--- src/hbc_params.svh ---
`ifndef HBC_PARAMS_SVH
`define HBC_PARAMS_SVH
`define HBC_CLK_MHZ 250
// Times in their own units
`define HBC_GAP_NS 200
`define HBC_GLITCH_NS 100
`define HBC_OFF_US 25
`define HBC_BLANK_US 2
`define HBC_OCD_NS 1500
`define HBC_RETRY_US 3000
`define HBC_SLEEP_US 1000
`define HBC_WAKE_US 250
// Cycle counts
`define HBC_GAP_CYC ((`HBC_GAP_NS * `HBC_CLK_MHZ + 999) / 1000)
`define HBC_GLITCH_CYC ((`HBC_GLITCH_NS * `HBC_CLK_MHZ + 999) / 1000)
`define HBC_OFF_CYC (`HBC_OFF_US * `HBC_CLK_MHZ)
`define HBC_BLANK_CYC (`HBC_BLANK_US * `HBC_CLK_MHZ)
`define HBC_OCD_CYC ((`HBC_OCD_NS * `HBC_CLK_MHZ + 999) / 1000)
`define HBC_RETRY_CYC (`HBC_RETRY_US * `HBC_CLK_MHZ)
`define HBC_SLEEP_CYC (`HBC_SLEEP_US * `HBC_CLK_MHZ)
`define HBC_WAKE_CYC (`HBC_WAKE_US * `HBC_CLK_MHZ)
`define HBC_CNT_W 20
`endif

--- src/hbc_pkg.sv ---
package hbc_pkg;
    // One half-bridge leg: high-side and low-side switch enables
    typedef struct packed {
        logic hs;
        logic ls;
    } hbc_leg_s;
    typedef enum logic [1:0] {
        HBC_LV_Z,
        HBC_LV_HI,
        HBC_LV_LO
    } hbc_lvl_e;
    typedef enum logic [1:0] {
        HBC_M_SLEEP,
        HBC_M_WAKE,
        HBC_M_ACTIVE,
        HBC_M_FAULT
    } hbc_mode_e;
endpackage : hbc_pkg

--- src/hbc_bridge.sv ---
`timescale 1ns/10ps
`include "hbc_params.svh"
// How it works
// - Inputs decode to coast, reverse, forward
// - Both inputs high brakes on low sides
// - Coast held about 1 ms enters sleep
// - Output passes high impedance between high, low
// - Control inputs deglitched before decoding
// - Trip when ten times sense reaches reference
// - Trip forces both low sides for off-time
// - After off-time follow commanded input state
// - Persistent switch current limit disables bridge
// - Retry after period, repeat while fault remains
// - High and low side overcurrent share one persistence timer
// - Sense overcurrent threshold also trips shutdown
// - Overtemperature disables bridge, auto resumes
// - Supply low lockout resets all logic
// - Active needs supply, input high, wake elapsed
// - Coast for sleep time enters sleep
// - Power up with inputs low goes sleep
// - Input high beyond wake time wakes device
// - Fault keeps bridge off, recovers automatically
// - Off-time is 25 us
// - Trip ignored during 2 us blanking
// - Retry period is 3 ms
// - Sleep entry between 0.8 and 1.5 ms
module hbc_bridge import hbc_pkg::*; #(
    parameter int SLEEP_CYC = `HBC_SLEEP_CYC, // Sleep delay
    parameter int WAKE_CYC = `HBC_WAKE_CYC, // Wake delay
    parameter int RETRY_CYC = `HBC_RETRY_CYC, // Retry period
    parameter int OFF_CYC = `HBC_OFF_CYC // Chop off-time
) (
    input wire logic clk, // 250 MHz clock
    input wire logic nrst, // Sync reset, supply low lockout
    input wire logic control_input_a, // Control input A
    input wire logic control_input_b, // Control input B
    input wire logic trip_cmp, // Ten times sense reached reference
    input wire logic sense_ocp, // Sense pin over threshold
    input wire logic ilim_hs_a, // High-side A current limit
    input wire logic ilim_ls_a, // Low-side A current limit
    input wire logic ilim_hs_b, // High-side B current limit
    input wire logic ilim_ls_b, // Low-side B current limit
    input wire logic overtemp, // Hot with hysteresis applied
    output hbc_leg_s bridge_output_a, // Leg A switch enables
    output hbc_leg_s bridge_output_b, // Leg B switch enables
    output logic circuits_on, // Internal circuits enabled
    output hbc_mode_e mode // Functional mode
);
    localparam int CW = `HBC_CNT_W;
    localparam logic [CW-1:0] GLITCH_N = CW'(`HBC_GLITCH_CYC);
    localparam logic [CW-1:0] GAP_N = CW'(`HBC_GAP_CYC);
    localparam logic [CW-1:0] BLANK_N = CW'(`HBC_BLANK_CYC);
    localparam logic [CW-1:0] OCD_N = CW'(`HBC_OCD_CYC);
    localparam logic [CW-1:0] SLEEP_N = CW'(SLEEP_CYC);
    localparam logic [CW-1:0] WAKE_N = CW'(WAKE_CYC);
    localparam logic [CW-1:0] RETRY_N = CW'(RETRY_CYC);
    localparam logic [CW-1:0] OFF_N = CW'(OFF_CYC);
    localparam logic [CW-1:0] ONE = CW'(1);

    // Input deglitch
    logic [1:0] raw_in;
    logic [1:0] flt_r;
    logic [CW-1:0] glt_cnt_r;
    assign raw_in = {control_input_a, control_input_b};
    always_ff @(posedge clk) begin
        if (!nrst) begin
            flt_r <= 2'b00;
            glt_cnt_r <= '0;
        end else if (raw_in == flt_r) begin
            glt_cnt_r <= '0;
        end else if (glt_cnt_r >= GLITCH_N - ONE) begin
            flt_r <= raw_in;
            glt_cnt_r <= '0;
        end else begin
            glt_cnt_r <= glt_cnt_r + ONE;
        end
    end
    wire in_a = flt_r[1];
    wire in_b = flt_r[0];
    wire coast_cmd = !in_a && !in_b;

    // Mode sequencing
    hbc_mode_e mode_r;
    logic [CW-1:0] mode_cnt_r;
    logic [CW-1:0] retry_cnt_r;
    logic [CW-1:0] ocd_cnt_r;
    logic ocp_hold_r;
    wire ilim_any = ilim_hs_a || ilim_ls_a ||
        ilim_hs_b || ilim_ls_b;
    wire ocd_done = (ilim_any || sense_ocp) &&
        ocd_cnt_r >= OCD_N - ONE;
    wire retry_done = ocp_hold_r &&
        retry_cnt_r >= RETRY_N - ONE;
    wire fault_now = overtemp || ocp_hold_r;
    always_ff @(posedge clk) begin
        if (!nrst) begin
            ocd_cnt_r <= '0;
            ocp_hold_r <= 1'b0;
            retry_cnt_r <= '0;
        end else begin
            if (!(ilim_any || sense_ocp) || ocp_hold_r) begin
                ocd_cnt_r <= '0;
            end else begin
                ocd_cnt_r <= ocd_cnt_r + ONE;
            end
            if (retry_done) begin
                ocp_hold_r <= 1'b0;
                retry_cnt_r <= '0;
            end else if (ocd_done && mode_r == HBC_M_ACTIVE) begin
                ocp_hold_r <= 1'b1;
                retry_cnt_r <= '0;
            end else if (ocp_hold_r) begin
                retry_cnt_r <= retry_cnt_r + ONE;
            end
        end
    end

    // Reset starts in sleep so low inputs never pass through active
    always_ff @(posedge clk) begin
        if (!nrst) begin
            mode_r <= HBC_M_SLEEP;
            mode_cnt_r <= '0;
        end else begin
            case (mode_r)
                HBC_M_SLEEP: begin
                    mode_cnt_r <= '0;
                    if (!coast_cmd) begin
                        mode_r <= HBC_M_WAKE;
                    end
                end
                HBC_M_WAKE: begin
                    if (coast_cmd) begin
                        mode_r <= HBC_M_SLEEP;
                        mode_cnt_r <= '0;
                    end else if (mode_cnt_r >= WAKE_N - ONE) begin
                        mode_r <= HBC_M_ACTIVE;
                        mode_cnt_r <= '0;
                    end else begin
                        mode_cnt_r <= mode_cnt_r + ONE;
                    end
                end
                HBC_M_ACTIVE: begin
                    if (fault_now || (ocd_done && !ocp_hold_r)) begin
                        mode_r <= HBC_M_FAULT;
                        mode_cnt_r <= '0;
                    end else if (!coast_cmd) begin
                        mode_cnt_r <= '0;
                    end else if (mode_cnt_r >= SLEEP_N - ONE) begin
                        mode_r <= HBC_M_SLEEP;
                        mode_cnt_r <= '0;
                    end else begin
                        mode_cnt_r <= mode_cnt_r + ONE;
                    end
                end
                default: begin
                    mode_cnt_r <= '0;
                    if (!fault_now && !ocd_done) begin
                        mode_r <= HBC_M_ACTIVE;
                    end
                end
            endcase
        end
    end

    // Current chopping
    logic [CW-1:0] off_cnt_r;
    logic [CW-1:0] blank_cnt_r;
    logic chop_r;
    wire drive_cmd = in_a ^ in_b;
    wire run = mode_r == HBC_M_ACTIVE;
    logic drive_d_r;
    wire drive_start = run && drive_cmd && !chop_r && !drive_d_r;
    wire blanked = blank_cnt_r != '0;
    // Blanking also covers the drive-start cycle, before the counter loads
    wire blank_win = drive_start || blanked;
    wire trip = run && drive_cmd && !chop_r && !blank_win &&
        trip_cmp;
    always_ff @(posedge clk) begin
        if (!nrst) begin
            chop_r <= 1'b0;
            off_cnt_r <= '0;
            blank_cnt_r <= '0;
            drive_d_r <= 1'b0;
        end else begin
            drive_d_r <= run && drive_cmd && !chop_r;
            if (drive_start) begin
                blank_cnt_r <= BLANK_N;
            end else if (blanked) begin
                blank_cnt_r <= blank_cnt_r - ONE;
            end
            if (!run) begin
                chop_r <= 1'b0;
                off_cnt_r <= '0;
            end else if (trip) begin
                chop_r <= 1'b1;
                off_cnt_r <= '0;
            end else if (chop_r && off_cnt_r >= OFF_N - ONE) begin
                chop_r <= 1'b0;
                off_cnt_r <= '0;
            end else if (chop_r) begin
                off_cnt_r <= off_cnt_r + ONE;
            end
        end
    end

    // Target levels for each leg
    hbc_lvl_e want_a;
    hbc_lvl_e want_b;
    assign want_a = !run ? HBC_LV_Z : chop_r ? HBC_LV_LO :
        coast_cmd ? HBC_LV_Z : (in_a && !in_b) ? HBC_LV_HI :
        HBC_LV_LO;
    assign want_b = !run ? HBC_LV_Z : chop_r ? HBC_LV_LO :
        coast_cmd ? HBC_LV_Z : (in_b && !in_a) ? HBC_LV_HI :
        HBC_LV_LO;

    // Dead-time gap per leg
    hbc_lvl_e lv_r [2];
    logic [CW-1:0] gap_r [2];
    hbc_lvl_e want [2];
    assign want[0] = want_a;
    assign want[1] = want_b;
    for (genvar i = 0; i < 2; i++) begin : g_leg
        wire flip = (lv_r[i] == HBC_LV_HI && want[i] == HBC_LV_LO) ||
            (lv_r[i] == HBC_LV_LO && want[i] == HBC_LV_HI);
        always_ff @(posedge clk) begin
            if (!nrst) begin
                lv_r[i] <= HBC_LV_Z;
                gap_r[i] <= '0;
            end else if (gap_r[i] != '0) begin
                gap_r[i] <= gap_r[i] - ONE;
                lv_r[i] <= HBC_LV_Z;
                if (want[i] == HBC_LV_Z) begin
                    gap_r[i] <= '0;
                end else if (gap_r[i] == ONE) begin
                    lv_r[i] <= want[i];
                end
            end else if (flip) begin
                lv_r[i] <= HBC_LV_Z;
                gap_r[i] <= GAP_N;
            end else begin
                lv_r[i] <= want[i];
            end
        end
    end

    assign bridge_output_a = '{hs: lv_r[0] == HBC_LV_HI,
        ls: lv_r[0] == HBC_LV_LO};
    assign bridge_output_b = '{hs: lv_r[1] == HBC_LV_HI,
        ls: lv_r[1] == HBC_LV_LO};
    assign mode = mode_r;
    assign circuits_on = mode_r != HBC_M_SLEEP;

    property p_no_shoot;
        @(posedge clk) disable iff (!nrst)
        !(bridge_output_a.hs && bridge_output_a.ls) &&
        !(bridge_output_b.hs && bridge_output_b.ls);
    endproperty
    a_no_shoot: assert property (p_no_shoot)
        else $error("Both switches of a leg on");
    property p_gap;
        @(posedge clk) disable iff (!nrst)
        $past(lv_r[0]) == HBC_LV_HI |-> lv_r[0] != HBC_LV_LO;
    endproperty
    a_gap: assert property (p_gap)
        else $error("Leg A went high to low without gap");
    property p_fault_off;
        @(posedge clk) disable iff (!nrst)
        mode_r == HBC_M_FAULT |=> !bridge_output_a.hs && !bridge_output_b.hs;
    endproperty
    a_fault_off: assert property (p_fault_off)
        else $error("High side on in fault");
    property p_trip_chop;
        @(posedge clk) disable iff (!nrst)
        trip |=> chop_r;
    endproperty
    a_trip_chop: assert property (p_trip_chop)
        else $error("Trip did not start off-time");
    property p_blank;
        @(posedge clk) disable iff (!nrst)
        drive_start |-> (!trip) [*3];
    endproperty
    a_blank: assert property (p_blank)
        else $error("Trip taken during blanking");
    property p_ocp;
        @(posedge clk) disable iff (!nrst)
        ocd_done && run |=> mode_r == HBC_M_FAULT;
    endproperty
    a_ocp: assert property (p_ocp)
        else $error("Overcurrent did not shut down");
    property p_hot;
        @(posedge clk) disable iff (!nrst)
        overtemp && run |=> mode_r == HBC_M_FAULT;
    endproperty
    a_hot: assert property (p_hot)
        else $error("Overtemperature did not shut down");
    property p_sleep_z;
        @(posedge clk) disable iff (!nrst)
        mode_r == HBC_M_SLEEP |=> ##1 lv_r[0] == HBC_LV_Z;
    endproperty
    a_sleep_z: assert property (p_sleep_z)
        else $error("Output driven in sleep");
    property p_wake;
        @(posedge clk) disable iff (!nrst)
        $rose(mode_r == HBC_M_ACTIVE) && $past(mode_r) == HBC_M_WAKE
            |-> !$past(coast_cmd) && $past(mode_cnt_r) >= WAKE_N - ONE;
    endproperty
    a_wake: assert property (p_wake)
        else $error("Active entered with coast command");
endmodule : hbc_bridge

--- config.mk ---
export PLATFORM = sky130hd
export DESIGN_NAME = hbc_bridge
export DESIGN_NICKNAME = d
export VERILOG_FILES = /design/src/hbc_pkg.sv /design/src/hbc_bridge.sv
export VERILOG_INCLUDE_DIRS = /design/src /design/src/src
export SDC_FILE = /design/constraint.sdc
export NUM_CORES = 1
export LEC_CHECK = 0
export BUFFER_PORTS_ARGS = -buffer_cell sky130_fd_sc_hd__buf_2
export CAP_MARGIN = 40
export CORE_MARGIN = 2
export CORE_UTILIZATION = 50
export CTS_CLUSTER_DIAMETER = 40
export DETAILED_ROUTE_END_ITERATION = 10
export GPL_TIMING_DRIVEN = 0
export MAX_ROUTING_LAYER = met4
export PLACE_DENSITY = 0.72
export SLEW_MARGIN = 20
export SYNTH_ARGS = -nofsm -noshare
export SYNTH_HDL_FRONTEND = slang
export SYNTH_SLANG_ARGS = --single-unit
--- constraint.sdc ---
create_clock -name clk -period 4.4 [get_ports clk]
set_input_delay 0.22 -clock clk [delete_from_list [all_inputs] [get_ports clk]]
set_output_delay 0.22 -clock clk [all_outputs]
set_load 0.05 [all_outputs]
==> impl_metrics.json <==
{
  "synth-main-ff-cell": "dfxtp_1",
  "die_area_mm2": 0.01707,
  "netlist_area_mm2": 0.008021,
  "cts-hold-fix-buffers": 0,
  "rows": 46,
  "setup_viol": 0,
  "drive_gt1_share_pct": 8.288,
  "cts_resized": 0,
  "clock_power_share_pct": 32.8,
  "drv_cap": 0,
  "ant_nets": 0,
  "fmax_mhz": 358.6,
  "synth.distinct_cells": 62,
  "period_minus_slack_ns": 2.789,
  "finalPower_mw": 4.701,
  "ios": 18,
  "synth-async-reset-ratio_pct": 0,
  "fp.dieH_um": 130.7,
  "status": "completed",
  "ys_seq_area_share_pct": 48.17,
  "vias": 5818,
  "gp_congestion": 0.7967,
  "rsz0062_at_grt": "no",
  "initial_core_util_pct": 50.86,
  "grt.overflow.total": 0,
  "placed_cells": 1112,
  "root_buffer": "clkbuf_16",
  "final_cell_mix": "nor2_1 (177), dfxtp_1 (127), xnor2_1 (60), xor2_1 (57), nand2_1 (52)",
  "intPower_mw": 3.273,
  "syn_to_final_growth_pct": 13.41,
  "finalWorstSetupSlack_ns": 1.611,
  "slowest_delay_ns": 0.51,
  "critPathArrivalTime_ns": 2.97,
  "p_sw_mw": 1.428,
  "start_kind": "flop",
  "ir_worst_vdd_v": 0.0003023,
  "pwr-share-comb_pct": 21.9,
  "cts_sinks": 171,
  "layout_commonest_cell": "nor2_1",
  "htreeDepth": 4,
  "crit_chain": "inv_1 > ha_1 > o21bai_1 > nor2_1 > o21ai_0 > nand4_1 > buf_6",
  "grt_max_degree": 21,
  "coreArea_mm2": 0.01577,
  "grt_first_pass_wirelength_um": 24070,
  "dp_slack_ns": 1.612,
  "grt_usage_pct": 18.26,
  "tightest_slew_ns": 0.7535,
  "finalHoldViolations": 0,
  "p_seq_share_pct": 45.3,
  "antenna_found_initial": 0,
  "cp-end-kind": "flop",
  "cts_tree": "yes",
  "critPathKind": "flop to flop",
  "clk-insertion-delay-late_ns": 0.43,
  "crit_path_top_delay_cell": "dfxtp_1",
  "hp-class": "input port to flop",
  "leakage_nw": 3.262,
  "fin_nets": 950,
  "wl_um": 14140,
  "skew_ns": 0.008899,
  "cts_setup_buffers": 0,
  "synth_edf_count": 44,
  "setup_tns_ns": 0,
  "synth_cells": 859,
  "drtIter0Drc": 310,
  "clk_pin_slew_worst_paths_ns": 0.07,
  "yosysWarnings": 0,
  "diodes": 0,
  "switching_share_pct": 30.37,
  "avgSynthCellArea_um2": 9.338,
  "fin_util_pct": 57.69,
  "dp_hpwl_um": 9647,
  "die_w_um": 130.7,
  "relSlewSlack_pct": 49.31,
  "port_buffers": 17,
  "drv_slew": 0,
  "cts_buffers": 17,
  "clk_path_buf_depth": 2,
  "drtPass1Iterations": 4,
  "final_cells": 1145,
  "ys_ff_latch": 171,
  "routedWlPerCell_um": 12.35,
  "avgViaCountPerCell": 5.081,
  "drc_errors": 0,
  "first_global_vias": 5337,
  "worstPathRequired_ns": 4.58,
  "power_density_mw_per_mm2": 516.8,
  "fin_crit_sh_pct": 63.39,
  "critical_path.max_fanout": 14
}
-- flip-flops by register name (all words and copies together), names as in the netlist, 2 cells and up --
signal	flops
ocd_cnt_r	20
lv_r	4
flt_r	2
mode_cnt_r	20
retry_cnt_r	20
blank_cnt_r	20
gap_r	40
mode	2
off_cnt_r	20
glt_cnt_r	20
-- stage by stage --
| stage | hold WS (ns) | instance area [um2] |
|---|---|---|
| finish | 0.09639 | 9097 |
| global route | 0.09903 | 9097 |
| CTS | 0.08709 | 9082 |
| detailed placement | 0.4514 | 8459 |
| global placement | 0.4428 | 8448 |
| floorplan | 0.3862 | 8093 |
-- worst max-delay path, delay by kind of cell (launching register included) --
kind	cells	cell delay [ns]
flip-flops	1	0.51
AO/OA/AOI/OAI	2	0.76
AND/OR/NAND/NOR	2	0.54
buffers and inverters	2	0.42
adder cells (fa/ha/maj)	1	0.31
-- final timing paths --
path | cells past startpoint | start | end | slack, ns
setup / recovery | 7 | flt_r[0] | gap_r[1][0] | 1.61
hold / removal | 3 | control_input_a | flt_r[1] | 0.1
setup reg to reg | 7 | flt_r[0] | gap_r[1][0] | 1.61
hold reg to reg | 1 | glt_cnt_r[0] | glt_cnt_r[0] | 0.47
-- layout make-up --
type / count / area (um2)
fillers: 1416 / 6673
inverters: 25 / 93.84
flip-flops and latches: 171 / 3864
multi-input cells: 659 / 4016
well taps: 216 / 270.3
repair buffers: 19 / 111.4
clock inverters: 11 / 130.1
clock buffers: 21 / 493.0
plain buffers: 23 / 118.9
-- routing by layer --
| metal | GRT usage, % | wire (um) | vias to the layer above |
|---|---|---|---|
| li1 | - | - | 3065 |
| met1 | 23.12 | 7084 | 2686 |
| met2 | 28.65 | 6500 | 59 |
| met3 | 4.805 | 439 | 8 |
| met4 | 6.008 | 113 | 0 |
| met5 | - | 0 | - |
-- power by group through the flow --
stage | registers, mW | clock network, mW | logic [mW]
after floorplan | 2.12 | 0 | 0.848
after global placement | 2.15 | 0 | 1.02
after detailed placement | 2.16 | 0 | 1.02
after CTS | 2.13 | 1.58 | 1.04
after global routing | 2.17 | 1.64 | 1.16
final | 2.13 | 1.54 | 1.03
-- kinds of logic after synthesis --
kind of cell,after synthesis,synth area share [%]
flip-flops,171,48.17
XOR/XNOR,117,12.77
AND/OR/NAND/NOR,422,25.96
AO/OA/AOI/OAI,70,6.021
multiplexers,6,0.7487
other,2,0.09362
buffers and inverters,48,2.652
adder cells (fa/ha/maj),23,3.588
-- cells in the mapped netlist (3+ instances only) --
| library cell | number | area [um2] |
|---|---|---|
| nor2_1 | 177 | 664.4 |
| dfxtp_1 | 127 | 2542 |
| xnor2_1 | 60 | 525.5 |
| xor2_1 | 57 | 499.2 |
| nand2_1 | 52 | 195.2 |
| edfxtp_1 | 44 | 1321 |
| nor3_1 | 35 | 175.2 |
| nand3_1 | 29 | 145.1 |
| inv_1 | 25 | 93.84 |
| ha_1 | 23 | 287.8 |
| nand4_1 | 23 | 143.9 |
| nor4_1 | 23 | 143.9 |
| o21ai_0 | 15 | 75.07 |
| and3_1 | 14 | 87.58 |
| nor2b_1 | 14 | 87.58 |
| clkbuf_1 | 12 | 45.04 |
| a21oi_1 | 11 | 55.05 |
| buf_2 | 8 | 40.04 |
| or4_1 | 8 | 60.06 |
| or3_1 | 7 | 43.79 |
| mux2i_1 | 6 | 60.06 |
| nand3b_1 | 6 | 45.04 |
| and2_1 | 5 | 31.28 |
| and4_1 | 5 | 43.79 |
| o211ai_1 | 5 | 37.54 |
| a21boi_0 | 4 | 30.03 |
| a31oi_1 | 4 | 25.02 |
| o21a_1 | 4 | 30.03 |
| o22ai_1 | 4 | 25.02 |
| or2_2 | 4 | 25.02 |
| a21o_1 | 3 | 22.52 |
| buf_6 | 3 | 33.78 |
| nand2b_1 | 3 | 18.77 |
| nand4b_1 | 3 | 26.28 |
(Power assumes the default switching activity.)
